## config.mk

```make
export PLATFORM = sky130hd
export DESIGN_NAME = wdr_top
export DESIGN_NICKNAME = d
export VERILOG_FILES = /design/src/common/wdr_pkg.sv /design/src/common/wdr_sync_if.sv /design/src/hdl/wdr_pin_sync.sv /design/src/hdl/wdr_top.sv
export SDC_FILE = /design/constraint.sdc
export NUM_CORES = 1
export LEC_CHECK = 0
export BUFFER_PORTS_ARGS = -buffer_cell sky130_fd_sc_hd__clkbuf_2
export CAP_MARGIN = 20
export CORE_UTILIZATION = 50
export DETAILED_ROUTE_END_ITERATION = 7
export GPL_ROUTABILITY_DRIVEN = 1
export PLACE_DENSITY = 0.71
export SYNTH_ARGS = -nofsm -noshare
export SYNTH_HDL_FRONTEND = slang
export SYNTH_SLANG_ARGS = --single-unit
```

## constraint.sdc

```tcl
create_clock -name i_clk_sys -period 6.1 [get_ports i_clk_sys]
set_input_delay 0 -clock i_clk_sys [delete_from_list [all_inputs] [get_ports i_clk_sys]]
set_output_delay 0 -clock i_clk_sys [all_outputs]
set_load 0.02 [all_outputs]
```

## src/common/wdr_pkg.sv

```systemverilog
package wdr_pkg;

	// Register addresses on the core I/O port
	localparam logic [7:0] WDR_CAUSE_DATA_ADDR = 8'h54;
	localparam logic [7:0] WDR_IO_ADDR_DELTA = 8'h20;
	localparam logic [7:0] WDR_CAUSE_IO_ADDR = WDR_CAUSE_DATA_ADDR - WDR_IO_ADDR_DELTA;
	localparam logic [7:0] WDR_CTRL_DATA_ADDR = 8'h60;

	// Reset-cause field positions
	localparam int WDR_DEBUG_RESET_BIT = 4;
	localparam int WDR_WATCHDOG_RESET_BIT = 3;
	localparam int WDR_BROWNOUT_RESET_BIT = 2;
	localparam int WDR_PIN_RESET_BIT = 1;
	localparam int WDR_POWER_ON_RESET_BIT = 0;
	localparam int WDR_CAUSE_WIDTH = 5;

	// Control and status field positions
	localparam int WDR_IRQ_FLAG_BIT = 7;
	localparam int WDR_IRQ_ENABLE_BIT = 6;
	localparam int WDR_TSEL_HI_BIT = 5;
	localparam int WDR_CHANGE_ENABLE_BIT = 4;
	localparam int WDR_RESET_ENABLE_BIT = 3;
	localparam int WDR_TSEL_LO_MSB = 2;

	// Reset values
	localparam logic [4:0] WDR_CAUSE_RESET = 5'h01;
	localparam logic [3:0] WDR_TSEL_RESET = 4'h0;
	localparam logic [7:0] WDR_RDATA_RESET = 8'h00;
	localparam logic [2:0] WDR_ZERO_PAD = 3'h0;

	// Change-enable window in system clock cycles
	localparam logic [2:0] WDR_CE_WINDOW_CYC = 3'h4;
	localparam logic [2:0] WDR_CE_LAST_CYC = 3'h1;

	// Time-out periods in oscillator cycles
	localparam int WDR_COUNT_WIDTH = 20;
	localparam logic [20:0] WDR_OSC_BASE_CYCLES = 21'h000800;
	localparam logic [3:0] WDR_TSEL_MAX = 4'h9;
	localparam logic [19:0] WDR_COUNT_ZERO = 20'h00000;
	localparam logic [19:0] WDR_COUNT_ONE = 20'h00001;

	// Rates of the two clocks in hertz
	localparam int WDR_SYS_CLK_HZ = 25000000;
	localparam int WDR_OSC_CLK_HZ = 128000;

	typedef enum logic [1:0] {
		WDR_ST_RUN = 2'b01,
		WDR_ST_PULSE = 2'b10
	} wdr_state_e;

	// Last oscillator count before time-out for a prescaler code
	function automatic logic [19:0] wdr_period_m1(input logic [3:0] sel);
		logic [3:0] s;
		logic [20:0] p;
		s = (sel > WDR_TSEL_MAX) ? WDR_TSEL_MAX : sel;
		p = (WDR_OSC_BASE_CYCLES << s) - 21'h000001;
		return p[19:0];
	endfunction

endpackage

```

## src/common/wdr_sync_if.sv

```systemverilog
`timescale 1ns/1ns
interface wdr_sync_if;
	logic raw;
	logic level;
	logic rise;

	// Synchroniser drives the filtered level and its rising-edge pulse
	modport sync_side (
		input raw,
		output level,
		output rise
	);

	// User hands in the pin and reads the result
	modport user_side (
		output raw,
		input level,
		input rise
	);
endinterface

```

## src/hdl/wdr_pin_sync.sv

```systemverilog
`timescale 1ns/1ns
module wdr_pin_sync
	import wdr_pkg::*;
(
	input wire logic i_clk_sys,
	input wire logic i_rst_b,
	input wire logic i_ce,
	wdr_sync_if.sync_side sync
);

	typedef struct packed {
		logic s1;
		logic s2;
		logic s3;
		logic level;
		logic rise;
	} wdr_sync_s;

	wdr_sync_s st_ff;
	wdr_sync_s nxt_st;

	// Three-stage chain; level follows once stages two and three agree
	always_comb
	begin
		nxt_st = st_ff;
		nxt_st.s1 = sync.raw;
		nxt_st.s2 = st_ff.s1;
		nxt_st.s3 = st_ff.s2;
		nxt_st.rise = 1'b0;
		if (st_ff.s2 == st_ff.s3)
		begin
			nxt_st.level = st_ff.s3;
			nxt_st.rise = st_ff.s3 & ~st_ff.level;
		end
	end

	// State register, frozen while the clock enable is low
	always_ff @(posedge i_clk_sys or negedge i_rst_b)
	begin
		if (!i_rst_b)
			st_ff <= '0;
		else if (i_ce)
			st_ff <= nxt_st;
	end

	assign sync.level = st_ff.level;
	assign sync.rise = st_ff.rise;

endmodule

```

## src/hdl/wdr_top.sv

```systemverilog
`timescale 1ns/1ns
// Operation
// (RULE1) Debug-port reset sets its flag; power-on reset or written zero clears it.
// (RULE2) Watchdog system reset sets its flag; power-on or written zero clears it.
// (RULE3) Brown-out reset sets its flag; power-on or written zero clears it.
// (RULE4) Pin reset sets its flag; power-on or written zero clears it.
// (RULE5) Power-on sets its flag; only a written zero clears it.
// (RULE6) Interrupt time-out sets irq flag; vector taken or written one clears.
// (RULE7) Interrupt requested only with global enable, irq enable and pending flag.
// (RULE8) Combined mode: first time-out sets flag; vector clears flag and enable.
// (RULE9) Combined mode: unserviced flag at next time-out gives system reset.
// (RULE10) Fuse unprogrammed: enable pair picks mode; programmed: reset mode always.
// (RULE11) Change-enable clears itself four clock cycles after being written one.
// (RULE12) Clearing reset enable or changing prescaler needs change-enable set.
// (RULE13) Reset enable forced to one while the watchdog reset flag is set.
// (RULE14) Prescaler code selects 2048 to 1048576 oscillator cycles; upper codes reserved.
// (RULE15) Software should restart the counter before shortening the prescaler.
// (RULE16) Start-up software should clear watchdog flag and reset enable.
// (RULE17) Software should read then clear the reset-cause register early.
// (RULE18) Cause register at data offset and offset minus 0x20; control data-only.
// (RULE19) Software writes change and reset enable, then new values within four cycles.
// (RULE20) Programmed fuse locks reset enable at one and irq enable at zero.
// (RULE21) Counter counts cycles of the separate 128kHz oscillator.
// (RULE22) Reset-mode time-out gives a one system-clock-cycle reset pulse.
// (RULE23) Restart command clears the counter so counting begins afresh.
module wdr_top
	import wdr_pkg::*;
(
	input wire logic i_clk_sys,
	input wire logic i_rst_b,
	input wire logic i_ce,
	input wire logic [7:0] i_addr,
	input wire logic i_io_space,
	input wire logic i_wr_en,
	input wire logic i_rd_en,
	input wire logic [7:0] i_wdata,
	input wire logic i_global_irq_enable,
	input wire logic i_irq_ack,
	input wire logic i_wdt_restart,
	input wire logic i_always_on_fuse,
	input wire logic i_pin_reset,
	input wire logic i_brownout_reset,
	input wire logic i_debug_reset,
	input wire logic i_osc_128k,
	output logic [7:0] o_rdata,
	output logic o_rdata_valid,
	output logic o_irq_req,
	output logic o_sys_reset
);

	typedef struct packed {
		wdr_state_e state;
		logic [7:0] rdata;
		logic rvalid;
		logic fuse;
		logic irq_flag;
		logic irq_en;
		logic ce;
		logic [2:0] ce_cnt;
		logic rst_en;
		logic [3:0] tsel;
		logic [4:0] cause;
		logic [19:0] count;
		logic irq_req;
		logic sys_rst;
	} wdr_core_s;

	wdr_core_s st_ff;
	wdr_core_s nxt_st;

	wdr_sync_if osc_if();

	logic hit_cause;
	logic hit_ctrl;
	logic wr_cause;
	logic wr_ctrl;
	logic rd_any;
	logic rst_en_eff;
	logic irq_en_eff;
	logic mode_stop;
	logic mode_irq;
	logic mode_reset;
	logic mode_both;
	logic [19:0] period_m1;
	logic other_reset;
	logic [7:0] ctrl_view;

	// Oscillator pin enters through the three-stage filter
	assign osc_if.raw = i_osc_128k;

	wdr_pin_sync u_osc_sync (
		.i_clk_sys(i_clk_sys),
		.i_rst_b(i_rst_b),
		.i_ce(i_ce),
		.sync(osc_if.sync_side)
	);

	// Address decode; short I/O form reaches only the cause register
	assign hit_cause = i_io_space ? (i_addr == WDR_CAUSE_IO_ADDR)
		: (i_addr == WDR_CAUSE_DATA_ADDR); // RULE18
	assign hit_ctrl = ~i_io_space & (i_addr == WDR_CTRL_DATA_ADDR); // RULE18
	assign wr_cause = i_wr_en & hit_cause;
	assign wr_ctrl = i_wr_en & hit_ctrl;
	assign rd_any = i_rd_en;

	// Effective enables after fuse and flag overrides
	assign rst_en_eff = st_ff.rst_en | st_ff.cause[WDR_WATCHDOG_RESET_BIT]
		| ~st_ff.fuse; // RULE13 RULE20
	assign irq_en_eff = st_ff.irq_en & st_ff.fuse; // RULE20

	// Mode selection from the fuse and the enable pair
	assign mode_stop = ~rst_en_eff & ~irq_en_eff; // RULE10
	assign mode_irq = ~rst_en_eff & irq_en_eff; // RULE10
	assign mode_reset = rst_en_eff & ~irq_en_eff; // RULE10
	assign mode_both = rst_en_eff & irq_en_eff; // RULE10

	// Time-out length from the prescaler code
	assign period_m1 = wdr_period_m1(st_ff.tsel); // RULE14

	// Any reset that is not power-on, from the system controller or ourselves
	assign other_reset = i_pin_reset | i_brownout_reset | i_debug_reset | st_ff.sys_rst;

	// Control register as software sees it
	assign ctrl_view = {st_ff.irq_flag, irq_en_eff, st_ff.tsel[3], st_ff.ce,
		rst_en_eff, st_ff.tsel[WDR_TSEL_LO_MSB:0]};

	// Next-state logic for the whole block
	always_comb
	begin
		logic timeout;
		logic do_reset;
		logic set_irq;
		logic clr_irq;
		logic ack;
		logic [4:0] cause_w;
		timeout = 1'b0;
		do_reset = 1'b0;
		set_irq = 1'b0;
		clr_irq = 1'b0;
		ack = 1'b0;
		cause_w = st_ff.cause;

		nxt_st = st_ff;
		nxt_st.rvalid = 1'b0;
		nxt_st.sys_rst = 1'b0;
		nxt_st.fuse = i_always_on_fuse;

		// Read port, unmapped addresses answer zero
		if (rd_any)
		begin
			nxt_st.rvalid = 1'b1;
			if (hit_cause)
				nxt_st.rdata = {WDR_ZERO_PAD, st_ff.cause}; // RULE18
			else if (hit_ctrl)
				nxt_st.rdata = ctrl_view;
			else
				nxt_st.rdata = WDR_RDATA_RESET;
		end

		// Oscillator counter with restart and wrap at time-out
		if (i_wdt_restart || mode_stop)
			nxt_st.count = WDR_COUNT_ZERO; // RULE23
		else if (osc_if.rise)
		begin
			if (st_ff.count >= period_m1)
			begin
				nxt_st.count = WDR_COUNT_ZERO; // RULE14
				timeout = (st_ff.state == WDR_ST_RUN); // RULE21
			end
			else
				nxt_st.count = st_ff.count + WDR_COUNT_ONE; // RULE21
		end

		// Time-out action per mode
		do_reset = timeout & (mode_reset | (mode_both & st_ff.irq_flag)); // RULE9 RULE10
		set_irq = timeout & (mode_irq | (mode_both & ~st_ff.irq_flag)); // RULE6 RULE8

		// Vector taken clears the flag, and in combined mode the enable too
		ack = i_irq_ack & st_ff.irq_req;
		clr_irq = ack | (wr_ctrl & i_wdata[WDR_IRQ_FLAG_BIT]); // RULE6
		nxt_st.irq_flag = (st_ff.irq_flag & ~clr_irq) | set_irq; // RULE6
		if (ack && mode_both)
			nxt_st.irq_en = 1'b0; // RULE8

		// Control register write
		if (wr_ctrl)
		begin
			if (!(ack && mode_both))
				nxt_st.irq_en = i_wdata[WDR_IRQ_ENABLE_BIT];
			// Reset enable may always be set, cleared only inside the window
			if (i_wdata[WDR_RESET_ENABLE_BIT])
				nxt_st.rst_en = 1'b1;
			else if (st_ff.ce)
				nxt_st.rst_en = 1'b0; // RULE12
			// Prescaler only changes inside the window
			if (st_ff.ce)
				nxt_st.tsel = {i_wdata[WDR_TSEL_HI_BIT],
					i_wdata[WDR_TSEL_LO_MSB:0]}; // RULE12
			// Writing one opens a fresh window
			nxt_st.ce = i_wdata[WDR_CHANGE_ENABLE_BIT];
			nxt_st.ce_cnt = i_wdata[WDR_CHANGE_ENABLE_BIT] ? WDR_CE_WINDOW_CYC
				: '0; // RULE11
		end
		else if (st_ff.ce)
		begin
			// Window closes by itself
			nxt_st.ce_cnt = st_ff.ce_cnt - WDR_CE_LAST_CYC; // RULE11
			if (st_ff.ce_cnt <= WDR_CE_LAST_CYC)
				nxt_st.ce = 1'b0; // RULE11
		end

		// Fuse lock on the interrupt enable
		if (!nxt_st.fuse)
			nxt_st.irq_en = 1'b0; // RULE20

		// Reset sequencer: one-cycle pulse, then back to running
		case (st_ff.state)
			WDR_ST_RUN:
			begin
				if (do_reset)
				begin
					nxt_st.state = WDR_ST_PULSE;
					nxt_st.sys_rst = 1'b1; // RULE22
				end
			end
			WDR_ST_PULSE:
			begin
				nxt_st.state = WDR_ST_RUN; // RULE22
			end
			default:
			begin
				nxt_st.state = WDR_ST_RUN;
			end
		endcase

		// Cause flags: written zero clears, a reset event sets and wins
		if (wr_cause)
			cause_w = st_ff.cause & i_wdata[WDR_CAUSE_WIDTH-1:0]; // RULE1 RULE2 RULE3 RULE4 RULE5
		if (i_debug_reset)
			cause_w[WDR_DEBUG_RESET_BIT] = 1'b1; // RULE1
		if (do_reset)
			cause_w[WDR_WATCHDOG_RESET_BIT] = 1'b1; // RULE2
		if (i_brownout_reset)
			cause_w[WDR_BROWNOUT_RESET_BIT] = 1'b1; // RULE3
		if (i_pin_reset)
			cause_w[WDR_PIN_RESET_BIT] = 1'b1; // RULE4
		nxt_st.cause = cause_w;

		// Other resets return the control register to its reset state
		if (other_reset)
		begin
			nxt_st.irq_flag = 1'b0;
			nxt_st.irq_en = 1'b0;
			nxt_st.ce = 1'b0;
			nxt_st.ce_cnt = '0;
			nxt_st.rst_en = 1'b0;
			nxt_st.tsel = WDR_TSEL_RESET;
			nxt_st.count = WDR_COUNT_ZERO;
		end

		// Registered interrupt request
		nxt_st.irq_req = nxt_st.irq_flag & nxt_st.irq_en & nxt_st.fuse
			& i_global_irq_enable; // RULE7
	end

	// State register; power-on leaves only its own cause flag set
	always_ff @(posedge i_clk_sys or negedge i_rst_b)
	begin
		if (!i_rst_b)
		begin
			st_ff.state <= WDR_ST_RUN;
			st_ff.rdata <= WDR_RDATA_RESET;
			st_ff.rvalid <= 1'b0;
			st_ff.fuse <= 1'b0;
			st_ff.irq_flag <= 1'b0;
			st_ff.irq_en <= 1'b0;
			st_ff.ce <= 1'b0;
			st_ff.ce_cnt <= '0;
			st_ff.rst_en <= 1'b0;
			st_ff.tsel <= WDR_TSEL_RESET;
			st_ff.cause <= WDR_CAUSE_RESET; // RULE5
			st_ff.count <= WDR_COUNT_ZERO;
			st_ff.irq_req <= 1'b0;
			st_ff.sys_rst <= 1'b0;
		end
		else if (i_ce)
			st_ff <= nxt_st;
	end

	// Outputs straight from the state register
	assign o_rdata = st_ff.rdata;
	assign o_rdata_valid = st_ff.rvalid;
	assign o_irq_req = st_ff.irq_req; // RULE7
	assign o_sys_reset = st_ff.sys_rst; // RULE22

endmodule

```

# [Word-level counts from Yosys, hierarchy flattened]
# Cells that the tools add are included.
[word_totals] mem_bits_ro=0 mem_bits_rw=0 out_inout_bits=11 elab_cells=130 mem_count=0 in_bits=30 latchBits=0 ff_bits=55
[classes] multipliers=0 bitwise_logic=36 div_mod_pow=0 add_sub_neg=3 muxes=35 reduce_logical=23 n_shift=1 n_lt_le_gt_ge=3 eq_ne=6
[ops] operator="$mux W20" n=4
[ops] operator="$add A20 B1 Y20 const B" n=1
[ops] operator="$ge A20 B20 Y1" n=1
[ops] operator="$reduce_and A2 Y1" n=10
[ops] operator="$shl A12 B4 Y20 const A" n=1
[ops] operator="$sub A20 B1 Y20 const B" n=1
[ops] operator="$and A1 B1 Y1" n=19
[ops] operator="$mux W1" n=19
[ops] operator="$eq A8 B7 Y1 const B" n=2
[ops] operator="$mux W4" n=4
[ops] operator="$mux W8" n=2
[ops] operator="$reduce_bool A2 Y1" n=6
[ops] operator="$mux W11" n=1
[ops] operator="$mux W5" n=2
[ops] operator="$or A1 B1 Y1" n=9
[ops] operator="$reduce_bool A3 Y1" n=3
[ops] operator="$eq A8 B6 Y1 const B" n=1
[ops] operator="$not A1 Y1" n=7
[ops] operator="$reduce_and A3 Y1" n=2
[ops] operator="$and A5 B5 Y5" n=1
[ops] operator="$gt A4 B4 Y1 const B" n=1
[ops] operator="$mux W2" n=2
[ops] operator="$le A3 B1 Y1 const B" n=1
[ops] operator="$mux W3" n=1
[ops] operator="other kinds (6)" n=6

# [Depth between registers and ports, before layout]
[logic_depth] depth_word=14 ltp_mapped=15 depth_no_buf=13

# [Cells and area by module]
# A second synthesis with hierarchy kept.
[hier_totals] cells_unflattened=359 area_unflattened_um2=3301.9
[modules_own_cells] module="wdr_top" seq_area_each_um2=1253.7 cells_each=345 area_each_um2=3103.0 n_inst=1
[modules_own_cells] module="wdr_pin_sync" seq_area_each_um2=125.1 cells_each=14 area_each_um2=198.9 n_inst=1

# [Worst setup path before layout]
# OpenSTA, ideal clock, no wires.
[synth_timing] kind="flip-flop to flip-flop" start="reg st_ff, in the netlist ctrl_view[2]" end="reg st_ff[5] (netlist name)" period_less_slack_ns=3.118 n_path_buf=2 t_arrival_ns=3.036 path_slack_ns=2.982 required_ns=6.018 setup_time_ns=0.082 stages_incl_launch_ff=16 cell_sequence="dfrtp_1 > clkbuf_1 > nor2_1 > nand3b_1 > ha_1 > nor3_1 > mux2i_1 > nor2_1 > a21oi_1 > ha_1 > a21oi_1 > o21ai_0 > a221oi_2 > clkbuf_1 > nand3_1 > a31oi_1"
[synth_via] elab_chain_len=9
[synth_lines] element="start: declaration" line_no="wdr_top.sv:68" source="wdr_core_s st_ff;"
[synth_lines] element="start signal: assignment" line_no="wdr_top.sv:287" source="st_ff <= nxt_st;"
[synth_lines] element="$gt A4 B4 Y1" line_no="wdr_pkg.sv:55" source="s = (sel > WDR_TSEL_MAX) ? WDR_TSEL_MAX : sel;"
[synth_lines] element="$mux W4 (*)" line_no="wdr_pkg.sv:55"
[synth_lines] element="$shl A12 B4 Y20 (*)" line_no="wdr_pkg.sv:56" source="p = (WDR_OSC_BASE_CYCLES << s) - 21'h000001;"
[synth_lines] element="$sub A20 B1 Y20 (*)" line_no="wdr_pkg.sv:56"
[synth_lines] element="$ge A20 B20 Y1 (*)" line_no="wdr_top.sv:165" source="if (st_ff.count >= period_m1)"
[synth_lines] element="$mux W20 (*)" line_no="wdr_top.sv:165"
[synth_lines] element="$mux W20 (*)" line_no="wdr_top.sv:163" source="else if (osc_if.rise)"
[synth_lines] element="$mux W20 (*)" line_no="wdr_top.sv:161" source="if (i_wdt_restart || mode_stop)"
[synth_lines] element="$mux W20 (*)" line_no="wdr_top.sv:250" source="if (other_reset)"
# Mark *: on every way between the ends. The rest lies on a longest branch, timed or not. The select of a mux whose other input is x is not followed.
# A chain may end at the register's enable or synchronous reset.

# [Worst setup path after layout]
[layout_timing] start="reg st_ff, in the netlist ctrl_view[2]" end="reg st_ff[21] (netlist name)"
# The elaborated chain is that of the path after synthesis.

==> flow_summary.toml <==
[worst_setup_path]
required_ns = 6.33
endpoint_kind = "flop"
r2r-start = "ctrl_view[2]$_DFFE_PN0P_"
critPathKind = "reg -> reg"
path_max_fanout = 17
cp-startpoint = "ctrl_view[2]$_DFFE_PN0P_"
cp.arrival_ns = 4.16
crit_path_start_kind = "flop"

[power_and_ir_drop]
pwr-share-seq_pct = 53.8
pwr-share-comb_pct = 10.0
swShare_pct = 24.5
irDropWorstVdd_mv = 0.109
p_clk_share_pct = 36.2
p_sw_mw = 0.173
p_int_mw = 0.534
p_per_area_nw_per_um2 = 194
p_leak_nw = 1.56

[layout]
fillCellCount = 532
stdcell_area_um2 = 3640
diodes = 0
multi_input_area_um2 = 1650
drive_above_1_share_pct = 18.3
syn_to_final_growth_pct = 13.1
nets = 425
seqCellArea_um2 = 1380

[sta]
setup_ws_ns = 2.17
report.final.setup_viol = 0
worstMarginPinSlew_ns = 1.12
fmax_mhz = 255
report.final.slew_viol_count = 0
tns_ns = 0
rsz0062_at_grt = "no"
hold_ws_ns = 0.0346
fin_skew_ns = 0.00582
timing.final.crit_share_pct = 64.4
timing.slew.headroom_pct = 25.6
hold_violations = 0
period_needed_ns = 3.93

[detailed_routing]
vias = 2695
antenna_left = 0
via_per_inst = 5.88
drt_iter0_drc = 185
drcViolationCount = 0
drt_pass1_iterations = 4
wire_per_inst_um = 15.8
totalWireLength_um = 7240

[flow_run]
max_cap_violations = 0

[synthesis]
yosysSeqAreaShare_pct = 42.8
syn_inst = 344
synth-seq-cells = 55
synth_top_area_cell = "dfrtp_1"
synth_top_area_share_pct = 41.2
synthTopCellsByArea = "dfrtp_1, nand2_1, o21ai_0, ha_1, a21oi_1"
netlist_area_um2 = 3220
synth_edf_count = 0
yosysUniqueCellTypes = 59
synth_warnings = 0
syn-num-nets = 387
synthArstFlopShare_pct = 100
synthTopCellsByCount = "dfrtp_1, nand2_1, o21ai_0, a21oi_1, inv_1"
synth.most_common_cell = "dfrtp_1"
synth_ff_type = "dfrtp_1"
syn_avg_cell_area_um2 = 9.36

[cts]
cts_buffers = 5
ctsLongestPathBuffers = 2
root_buffer = "clkbuf_8"
cts_tree = "built"
clock_latency_ns = 0.31
clkTransAtPathRegs_ns = 0.10
cts.repair.resized = 0
cts.sinks = 55
htree_levels = 2

[grt]
grt_pass1_wl_um = 11300
overflow = 0
grt_usage_pct = 22.0
antenna_found_initial = 0
grt_max_degree = 56
grt_pass1_vias = 2443

[place]
place_congestion = 0.821
place_area_um2 = 3400
dp_hpwl_um = 4950
dp_slack_ns = 2.18
io_buffers = 40

[floorplanning]
die_width_um = 82.3
rows = 28
die_h_um = 82.3
die-area_um2 = 6770
start_util_pct = 53.1
core_area_um2 = 6060
num_io_pins = 41

[hold_path]
min_path_type = "in -> reg"
min_from = "i_wdata[6]"

[outcome]
outcome = "finished, final reports clean"
## per-layer routing
layer,GRT usage (%),part of all wire [%]
met5,0,0
met3,3.74,4.7
met2,36.3,49
met4,5.09,0.86
met1,30.1,46
## critical path, cell delays in order, from the launching register on
cell	delay, ns
dfrtp_1	0.48
nor2_1	0.26
nand3b_1	0.12
ha_1	0.28
nor3_1	0.21
mux2i_1	0.11
nor2_1	0.09
a21oi_1	0.05
ha_1	0.32
a21oi_1	0.12
o21ai_0	0.11
a221oi_2	0.92
nand2_1	0.47
a22oi_2	0.30
## final timing paths
check / cells after the start / slack, ns / endpoint
worst max-delay path: 13 / 2.17 / st_ff[21]$_DFFE_PN0P_
min in group asynchronous: 3 / 0.35 / st_ff[18]$_DFFE_PN0P_
worst max register to register: 13 / 2.17 / st_ff[21]$_DFFE_PN0P_
worst min register to register: 1 / 0.47 / st_ff[22]$_DFFE_PN1P_
worst min-delay path: 4 / 0.03 / st_ff[36]$_DFFE_PN0P_
max in group asynchronous: 3 / 5.29 / o_rdata[5]$_DFFE_PN0P_
## cell type report
class	instances	share of cell area, %
tap	75	2.58
sequential	55	37.8
inverter	17	1.75
clock buffer	6	2.27
timing repair buffer	54	9.27
clock inverter	2	0.962
multi-input combinational	249	45.3
## cell usage in the layout, fill, tap and decap left out, types with 4 or more instances in the layout
cell type | Yosys | layout
dfrtp_1 | 53 | 53
nand2_1 | 46 | 46
clkbuf_2 | 0 | 40
o21ai_0 | 33 | 33
a21oi_1 | 17 | 17
inv_1 | 17 | 17
ha_1 | 13 | 13
dlygate4sd3_1 | 0 | 13
nor2_1 | 11 | 11
nand3_1 | 11 | 11
nand4_1 | 10 | 10
a31oi_1 | 10 | 10
xor2_1 | 6 | 6
clkbuf_8 | 0 | 6
nor4_1 | 5 | 5
and3_1 | 5 | 5
nand3b_1 | 4 | 4
and2_1 | 4 | 4
a22oi_1 | 4 | 4
a22o_1 | 4 | 4
xnor2_1 | 4 | 4
mux2_2 | 4 | 4
## timing repair
| action | 4_1_cts | 5_1_grt |
|---|---|---|
| endpoints found under the setup margin | 0 | 0 |
| setup buffers | 0 | 0 |
| hold buffers | 13 | 0 |
| endpoints found under the hold margin | 63 | 0 |
## flip-flops by register name, summed over array words and instances, names as in the netlist
name	cells
st_ff	33
u_osc_sync.sync.level	1
o_sys_reset	1
u_osc_sync.nxt_st	2
u_osc_sync.st_ff	1
o_irq_req	1
o_rdata	8
ctrl_view	6
u_osc_sync.sync.rise	1
o_rdata_valid	1
## stage by stage
step	util (%)	power, mW	std cells
2_1_floorplan	-	0.423	344
3_3_place_gp	56.0	0.450	437
3_5_place_dp	56.0	0.452	437
4_1_cts	60.1	0.711	458
5_1_grt	60.1	0.733	458
6_report	60.1	0.707	458
## power groups by stage
stage                     registers (mW)  clock network [mW]  logic [mW]
after detailed placement           0.387                   0      0.0652
after global placement             0.387                   0      0.0632
after floorplan                    0.386                   0      0.0368
after global routing               0.382               0.272      0.0791
after CTS                          0.380               0.260      0.0707
final                              0.380               0.256      0.0703
## cells by family (layout without fill, tap and decap cells)
| kind of cell | after synthesis | after routing | synth area share, % |
|---|---|---|---|
| buffers and inverters | 40 | 79 | 5.90 |
| DFF | 55 | 55 | 42.8 |
| AOI/OAI and AO/OA | 97 | 97 | 20.5 |
| and+or+nand+nor | 122 | 122 | 20.7 |
| xor gates and xnor gates | 10 | 10 | 2.72 |
| adders and majority gates | 13 | 13 | 5.05 |
| muxes | 7 | 7 | 2.33 |
(Power assumes the default switching activity.)
